`config.mk`:
```
export PLATFORM = sky130hd
export DESIGN_NAME = undefined_opcode_trap_ctrl
export DESIGN_NICKNAME = d
export VERILOG_FILES = /design/src/verilog/trap_ctrl_pkg.sv /design/src/verilog/prefix_tracker.sv /design/src/verilog/irq_gate.sv /design/src/verilog/undefined_opcode_trap_ctrl.sv
export SDC_FILE = /design/constraint.sdc
export NUM_CORES = 1
export LEC_CHECK = 0
export BUFFER_PORTS_ARGS = -buffer_cell sky130_fd_sc_hd__buf_4
export CAP_MARGIN = 10
export CORE_MARGIN = 4
export CORE_UTILIZATION = 40
export CTS_BUF_LIST = sky130_fd_sc_hd__clkbuf_8
export DETAILED_ROUTE_END_ITERATION = 7
export PLACE_DENSITY = 0.78
export SLEW_MARGIN = 10
export SYNTH_ARGS = -nofsm -noshare
export SYNTH_HDL_FRONTEND = slang
export SYNTH_SLANG_ARGS = --single-unit
```
`constraint.sdc`:
```
create_clock -name mclk -period 1.3 [get_ports mclk]
set_input_delay 0.325 -clock mclk [delete_from_list [all_inputs] [get_ports mclk]]
set_output_delay 0.325 -clock mclk [all_outputs]
set_load 0.05 [all_outputs]
```
`src/verilog/trap_ctrl_pkg.sv`:
```
// package: addresses, bit positions, reset values and opcode constants for the
// undefined-opcode trap controller.
// assumes nothing of its surroundings.
package trap_ctrl_pkg;
  // ********************
  // register map
  // ********************
  localparam logic [7:0] TRAP_CTRL_ADDR = 8'h34;
  localparam int TRAP_FLAG_BIT = 7;
  localparam int FETCH_POS_BIT = 6;
  localparam int IRQ_TWO_EN_BIT = 2;
  localparam int IRQ_ONE_EN_BIT = 1;
  localparam int LEVEL_ZERO_EN_BIT = 0;
  localparam logic TRAP_FLAG_RESET = 1'b0;
  localparam logic FETCH_POS_RESET = 1'b0;
  localparam logic IRQ_TWO_EN_RESET = 1'b0;
  localparam logic IRQ_ONE_EN_RESET = 1'b0;
  localparam logic LEVEL_ZERO_EN_RESET = 1'b1;
  // ********************
  // prefix bytes and trap vector
  // ********************
  localparam logic [7:0] PREFIX_CB = 8'hCB;
  localparam logic [7:0] PREFIX_DD = 8'hDD;
  localparam logic [7:0] PREFIX_ED = 8'hED;
  localparam logic [7:0] PREFIX_FD = 8'hFD;
  localparam logic [15:0] TRAP_VECTOR = 16'h0000;
  // fetch position of the undefined byte
  localparam logic POS_SECOND = 1'b0;
  localparam logic POS_THIRD = 1'b1;
endpackage : trap_ctrl_pkg

```
`src/verilog/prefix_tracker.sv`:
```
// prefix_tracker: follows the opcode bytes of one instruction to tell which
// byte position is being fetched.
// assumes fetch strobes come from the core on mclk, one per opcode byte.
`timescale 1ns/1ps
`default_nettype none
module prefix_tracker
  import trap_ctrl_pkg::*;
(
  // clock and reset
  input wire logic mclk,
  input wire logic rst_n,
  // fetch stream
  input wire logic opc_fetch,
  input wire logic [7:0] opc_byte,
  input wire logic instr_start,
  // position of the next byte
  output logic in_second,
  output logic in_third
);
  typedef enum logic [1:0] {ST_FIRST, ST_SECOND, ST_DDFD, ST_THIRD} pos_t;
  pos_t pos_reg;
  // ********************
  // position tracking
  // ********************
  // displacement byte of DDCB/FDCB is not an opcode fetch, so the core does not strobe it
  always_ff @(posedge mclk or negedge rst_n) begin
    if (!rst_n) begin
      pos_reg <= ST_FIRST;
    end else if (instr_start) begin
      pos_reg <= ST_FIRST;
    end else if (opc_fetch) begin
      unique case (pos_reg)
        ST_FIRST: begin
          if (opc_byte == PREFIX_DD || opc_byte == PREFIX_FD) begin
            pos_reg <= ST_DDFD;
          end else if (opc_byte == PREFIX_CB || opc_byte == PREFIX_ED) begin
            pos_reg <= ST_SECOND;
          end else begin
            pos_reg <= ST_FIRST;
          end
        end
        ST_DDFD: begin
          if (opc_byte == PREFIX_CB) begin
            pos_reg <= ST_THIRD;
          end else begin
            pos_reg <= ST_FIRST;
          end
        end
        ST_SECOND: begin
          pos_reg <= ST_FIRST;
        end
        ST_THIRD: begin
          pos_reg <= ST_FIRST;
        end
      endcase
    end
  end
  assign in_second = (pos_reg == ST_SECOND) || (pos_reg == ST_DDFD);
  assign in_third = (pos_reg == ST_THIRD);
endmodule : prefix_tracker
`default_nettype wire

```
`src/verilog/irq_gate.sv`:
```
// irq_gate: passes the three maskable interrupt levels through their enables.
// assumes request inputs are already synchronised to mclk.
`timescale 1ns/1ps
`default_nettype none
module irq_gate (
  // requests
  input wire logic [2:0] req_in,
  // enables
  input wire logic [2:0] enable,
  // gated requests
  output logic [2:0] req_out
);
  // ********************
  // per-level gating
  // ********************
  genvar g;
  generate
    for (g = 0; g < 3; g++) begin : g_lvl
      assign req_out[g] = req_in[g] & enable[g];
    end
  endgenerate
endmodule : irq_gate
`default_nettype wire

```
`src/verilog/undefined_opcode_trap_ctrl.sv`:
```
// undefined_opcode_trap_ctrl: trap flag, fetch position and interrupt level
// enables behind internal I/O address 34h.
// assumes the core strobes opcode fetches and decode verdicts on mclk and
// accesses internal I/O with one-cycle read/write strobes.
`timescale 1ns/1ps
`default_nettype none
module undefined_opcode_trap_ctrl
  import trap_ctrl_pkg::*;
(
  // clock and reset
  input wire logic mclk,
  input wire logic rst_n,
  // internal I/O register access
  input wire logic [7:0] io_addr,
  input wire logic io_wr,
  input wire logic io_rd,
  input wire logic [7:0] io_wdata,
  output logic [7:0] io_rdata,
  // fetch and decode from the core
  input wire logic opc_fetch,
  input wire logic ack_fetch_mode0,
  input wire logic [7:0] opc_byte,
  input wire logic opc_undefined,
  input wire logic instr_start,
  input wire logic [15:0] pc_now,
  input wire logic maskable_irq_enable_flipflop,
  // trap action to the core
  output logic trap_take,
  output logic [15:0] trap_push_pc,
  output logic [15:0] trap_vector_addr,
  // external interrupt pins, active low, with the on-chip level zero request and the gated level requests
  input wire logic ext_irq_zero_input_n,
  input wire logic ext_irq_one_input_n,
  input wire logic ext_irq_two_input_n,
  input wire logic level_zero_onchip_req,
  output logic [2:0] irq_level_req
);
  logic trap_flag_reg;
  logic fetch_position_indicator;
  logic ext_irq_two_enable;
  logic ext_irq_one_enable;
  logic level_zero_irq_enable;
  logic in_second;
  logic in_third;
  logic trap_event;
  logic reg_sel;
  logic [2:0] pin_s1_reg;
  logic [2:0] pin_s2_reg;
  logic [2:0] req_raw;
  logic [2:0] req_gated;

  // ********************
  // byte position
  // ********************
  prefix_tracker u_tracker (
    .mclk(mclk),
    .rst_n(rst_n),
    .opc_fetch(opc_fetch | ack_fetch_mode0),
    .opc_byte(opc_byte),
    .instr_start(instr_start),
    .in_second(in_second),
    .in_third(in_third)
  );

  // ********************
  // trap detection
  // ********************
  // enable flipflop unused
  assign trap_event = (opc_fetch | ack_fetch_mode0) & opc_undefined & (in_second | in_third);
  assign reg_sel = (io_addr == TRAP_CTRL_ADDR);

  always_ff @(posedge mclk or negedge rst_n) begin
    if (!rst_n) begin
      trap_flag_reg <= TRAP_FLAG_RESET;
    end else if (trap_event) begin
      trap_flag_reg <= 1'b1;
    end else if (io_wr && reg_sel && !io_wdata[TRAP_FLAG_BIT]) begin
      trap_flag_reg <= 1'b0;
    end
  end

  always_ff @(posedge mclk or negedge rst_n) begin
    if (!rst_n) begin
      fetch_position_indicator <= FETCH_POS_RESET;
    end else if (trap_event) begin
      fetch_position_indicator <= in_third ? POS_THIRD : POS_SECOND;
    end
  end

  always_ff @(posedge mclk or negedge rst_n) begin
    if (!rst_n) begin
      ext_irq_two_enable <= IRQ_TWO_EN_RESET;
      ext_irq_one_enable <= IRQ_ONE_EN_RESET;
      level_zero_irq_enable <= LEVEL_ZERO_EN_RESET;
    end else if (io_wr && reg_sel) begin
      ext_irq_two_enable <= io_wdata[IRQ_TWO_EN_BIT];
      ext_irq_one_enable <= io_wdata[IRQ_ONE_EN_BIT];
      level_zero_irq_enable <= io_wdata[LEVEL_ZERO_EN_BIT];
    end
  end

  // push current counter, vector to zero
  always_ff @(posedge mclk or negedge rst_n) begin
    if (!rst_n) begin
      trap_take <= 1'b0;
      trap_push_pc <= 16'h0000;
      trap_vector_addr <= TRAP_VECTOR;
    end else begin
      trap_take <= trap_event;
      trap_vector_addr <= TRAP_VECTOR;
      if (trap_event) begin
        trap_push_pc <= pc_now;
      end
    end
  end

  // ********************
  // register read
  // ********************
  // unused bits zero
  always_ff @(posedge mclk or negedge rst_n) begin
    if (!rst_n) begin
      io_rdata <= 8'h00;
    end else if (io_rd && reg_sel) begin
      io_rdata <= {trap_flag_reg, fetch_position_indicator, 3'b000,
                   ext_irq_two_enable, ext_irq_one_enable, level_zero_irq_enable};
    end else begin
      io_rdata <= 8'h00;
    end
  end

  // ********************
  // interrupt gating
  // ********************
  // pins are asynchronous, so two flops before use
  always_ff @(posedge mclk or negedge rst_n) begin
    if (!rst_n) begin
      pin_s1_reg <= 3'b000;
      pin_s2_reg <= 3'b000;
    end else begin
      pin_s1_reg <= {~ext_irq_two_input_n, ~ext_irq_one_input_n, ~ext_irq_zero_input_n};
      pin_s2_reg <= pin_s1_reg;
    end
  end
  assign req_raw = {pin_s2_reg[2], pin_s2_reg[1], pin_s2_reg[0] | level_zero_onchip_req};

  irq_gate u_gate (
    .req_in(req_raw),
    .enable({ext_irq_two_enable, ext_irq_one_enable, level_zero_irq_enable}),
    .req_out(req_gated)
  );

  always_ff @(posedge mclk or negedge rst_n) begin
    if (!rst_n) begin
      irq_level_req <= 3'b000;
    end else begin
      irq_level_req <= req_gated;
    end
  end

  // ********************
  // checks
  // ********************
  AST_FLAG_SET: assert property (@(posedge mclk) disable iff (!rst_n)
    trap_event |=> trap_flag_reg) else $error("trap flag not set");
  AST_FLAG_CLEAR: assert property (@(posedge mclk) disable iff (!rst_n)
    (io_wr && reg_sel && !io_wdata[TRAP_FLAG_BIT] && !trap_event) |=> !trap_flag_reg)
    else $error("trap flag not cleared");
  AST_FLAG_NO_SW_SET: assert property (@(posedge mclk) disable iff (!rst_n)
    (!trap_flag_reg && !trap_event) |=> !trap_flag_reg) else $error("flag set without trap");
  AST_POS_HOLD: assert property (@(posedge mclk) disable iff (!rst_n)
    !trap_event |=> $stable(fetch_position_indicator)) else $error("position changed");
  AST_POS_THIRD: assert property (@(posedge mclk) disable iff (!rst_n)
    (trap_event && in_third) |=> fetch_position_indicator) else $error("position not third");
  AST_GATE_TWO: assert property (@(posedge mclk) disable iff (!rst_n)
    !ext_irq_two_enable ##1 !ext_irq_two_enable |=> !irq_level_req[2])
    else $error("blocked input two passed");
  AST_GATE_ZERO: assert property (@(posedge mclk) disable iff (!rst_n)
    (level_zero_irq_enable && level_zero_onchip_req) |=> irq_level_req[0])
    else $error("level zero not passed");
  AST_UNMASKABLE: assert property (@(posedge mclk) disable iff (!rst_n)
    (trap_event && !maskable_irq_enable_flipflop) |=> trap_take) else $error("trap masked");
  AST_PUSH_PC: assert property (@(posedge mclk) disable iff (!rst_n)
    trap_event |=> (trap_take && trap_push_pc == $past(pc_now) && trap_vector_addr == 16'h0000))
    else $error("trap push or vector wrong");
  AST_READ_ZERO: assert property (@(posedge mclk) disable iff (!rst_n)
    (io_rd && reg_sel) |=> io_rdata[5:3] == 3'b000) else $error("unused bits nonzero");
  AST_FLAG_KEEP: assert property (@(posedge mclk) disable iff (!rst_n)
    (trap_flag_reg && io_wr && reg_sel && io_wdata[TRAP_FLAG_BIT]) |=> trap_flag_reg)
    else $error("writing one cleared the flag");
  AST_POS_SECOND: assert property (@(posedge mclk) disable iff (!rst_n)
    (trap_event && in_second) |=> !fetch_position_indicator) else $error("position not second");
  AST_FIRST_NO_TRAP: assert property (@(posedge mclk) disable iff (!rst_n)
    ((opc_fetch || ack_fetch_mode0) && opc_undefined && !in_second && !in_third) |=> !trap_take)
    else $error("first byte trapped");
endmodule : undefined_opcode_trap_ctrl
`default_nettype wire

```
==> results by group <==
Timing
  – Final Slew Violations: 0
  – Fin Clk Skew: 0.00529 ns
  – Worst setup margin: -0.0662 ns
  – Min Tclk post-route: 1.37 ns
  – Final hold slack: 0.169 ns
  – F_max: 0.732 GHz
  – Setup TNS: -0.164 ns
  – Final period utilization: 1.05
  – Count of final hold-check violations: 0
  – RSZ-0062 raised after global routing: yes
  – Final setup fails: 9

Power
  – Internal Power: 2.24 mW
  – P_sw: 0.763 mW
  – Clock power share: 0.404
  – Leak: 1.26 nW
  – Maximum VDD drop: 0.000646 V
  – Power Density: 1300 nW/um2
  – Combinational group share of total power: 0.176
  – Switch share: 0.254
  – Seq pwr share: 0.419
  – Total power: 3.00 mW

CTS
  – Skew-Pair Late Insertion Delay: 0.28 ns
  – CTS tree: yes
  – CTS buffer count: 5
  – Worst-path clk slew: 0.07 ns
  – H-tree Lvls: 2
  – CTS Root Cell: clkbuf_8
  – Clk sinks: 38
  – Max clock buf depth: 2

GRT
  – Met2 Usage GRT: 0.219
  – Initial antenna violation count: 0
  – GRT Overall Usage: 0.128
  – GRT overflow: 0
  – Met3 usage: 0.0469
  – Pin count of the biggest net entering global routing: 39
  – First-pass GRT wire length: 4880 um
  – Layer with the highest usage: met2
  – Number of global-route vias before repair: 998
  – Met1 Use GR: 0.143

Drt
  – Residual DRC: 0
  – Antenna-violating nets left: 0
  – Final wirelength: 3320 um
  – WL per Instance: 13.2 um
  – Drt initial violations: 49
  – Avg Vias per Cell: 4.30
  – Total number of vias: 1080
  – Pre-Repair DR Iteration Count: 4

Yosys
  – Yosys top cell by area: dfrtp_1
  – Sequential fraction of the synthesis area: 0.606
  – Yosys top cell area share: 0.589
  – Synthesized instance count: 120
  – Flop and latch count out of synthesis: 38
  – YS warnings: 0
  – Post-synthesis cell type count: 26
  – Synth Cell Area: 1570 um2
  – Mean Syn Cell Area: 13.1 um2
  – Main area contributors after synthesis: dfrtp_1 59%, mux2_2 14%, buf_4 9.1%, inv_1 1.9%, nor2_1 1.9%

Worst setup path
  – CP arrival: 1.57 ns
  – Worst Path Max Fanout: 3
  – Worst path cell trace: nand4b_4 > or4b_4 > o31ai_2
  – Critical Path Sink Type: register
  – CP max-delay cell: or4b_4
  – Max incr delay on CP: 0.49 ns
  – Reg2Reg Depth: 3
  – Crit Path Class: reg -> reg
  – CP startpoint kind: register
  – Crit path launch: u_tracker.pos_reg[0]
  – R2R Path End: u_tracker.pos_reg[0]
  – Crit path capture: u_tracker.pos_reg[0]
  – FF-to-FF setup slack: -0.07 ns
  – R2r startpoint: u_tracker.pos_reg[0]
  – Critical Path RT: 1.50 ns

Final layout
  – Layout cells sized above 1: 0.552
  – Final Instance Area: 2310 um2
  – Synth-to-Final Area Change: 47.0%
  – Max reg flops: 16
  – Largest regs: trap_push_pc (16), io_rdata (5)
  – Fin cells: 251
  – # fillers: 312
  – N_diodes: 0
  – Final Util: 0.622
  – Final nets: 255
  – Biggest register: trap_push_pc

Floorplan
  – Core Area: 3720 um2
  – DIE WIDTH: 70.7 um
  – Die Height: 70.7 um
  – I/O pin count: 97
  – Initial core utilization: 0.423
  – Die ar.: 5000 um2
  – Row cnt: 22

Placed design
  – Post-Place Cells: 241
  – Post-DP Area: 2120 um2
  – PortBufs: 72
  – Dpl hpwl: 2590 um
  – Worst slack, placed: -0.113 ns
  – GPL Wtd Cong: 0.772

Outcome
  – Status: complete, but fails checks
  – Failing checks: setup timing

Flow run
  – Max cap viols: 0

Worst hold path
  – HP Class: in -> reg
synthesized netlist by cell type:
cell type and instances:
and2_1 2, o31ai_2 1, o31a_1 1, nor2_1 8, nor3b_1 2, a22oi_1 1, conb_1 1, o21ai_1 1
buf_2 2, mux2_2 19, dfstp_2 1, a21oi_1 1, and4bb_2 1, o221ai_1 1, nor2b_1 1, or4b_4 1
nor4b_2 1, nand3_1 2, dfrtp_1 37, inv_1 8, nand4b_4 1, buf_4 19, o21ai_0 1, nand2_1 5
nor3_1 1, inv_2 1
cells by family after synthesis:
group / share of synthesized area
AOI/OAI and AO/OA: 0.0334
buffers and inverters: 0.119
DFF: 0.606
muxes: 0.136
other: 0.00239
and+or+nand+nor: 0.103
per-layer routing:
layer  wire, um  vias to the layer above
li1           -                      521
met1       1230                      505
met2       1710                       49
met3        321                        5
met4         57                        0
met5          0                        -
worst min path at each step:
stage	from	endpoint	slack, ns	cells past startpoint
after floorplan	rst_n	ext_irq_one_enable	0.03	0
after CTS	ext_irq_two_input_n	pin_s1_reg[2]	0.16	2
after global routing	ext_irq_zero_input_n	pin_s1_reg[0]	0.15	2
after detailed placement	rst_n	irq_level_req[1]	0.32	1
after global placement	rst_n	io_rdata[1]	0.31	1
final	ext_irq_zero_input_n	pin_s1_reg[0]	0.17	2
worst max-delay path: cells and delay by family, from the launching register on:
| kind | cells | cell delay (ns) |
|---|---|---|
| flip-flops | 1 | 0.40 |
| AND/OR/NAND/NOR | 2 | 0.66 |
| AO/OA/AOI/OAI | 1 | 0.21 |
what timing repair did:
action,CTS,global route
resized for setup,7,0
pin swaps,1,0
buffers inserted,1,0
hold buffers,1,0
hold endpoints to repair,10,0
setup endpoints to repair,19,19
layout by cell type (no fill, tap or decap), types with 2 or more instances in the layout:
master and count:
buf_6 2, nor3b_1 2, buf_4 75, inv_1 8
dfrtp_1 37, mux2_4 5, conb_1 19, nand3_1 2
and2_1 2, mux2_2 14, nor2_1 8, bufinv_16 2
nand2_1 5, clkbuf_8 6
power by group through the flow:
stage | clock network (mW) | registers (mW) | logic (mW)
after global routing | 1.32 | 1.27 | 0.557
after CTS | 1.25 | 1.26 | 0.533
after global placement | 0 | 1.28 | 0.515
after floorplan | 0 | 1.41 | 0.220
after detailed placement | 0 | 1.28 | 0.523
final | 1.21 | 1.26 | 0.530
layout make-up:
class                      instances  area (um2)  area share
sequential                        38         952       0.412
timing repair buffer              78         596       0.258
multi-input combinational         70         526       0.228
clock buffer                       6        82.6      0.0358
clock inverter                     2        60.1      0.0260
tap                               48        60.1      0.0260
inverter                           9        33.8      0.0146
(Power assumes the default switching activity.)
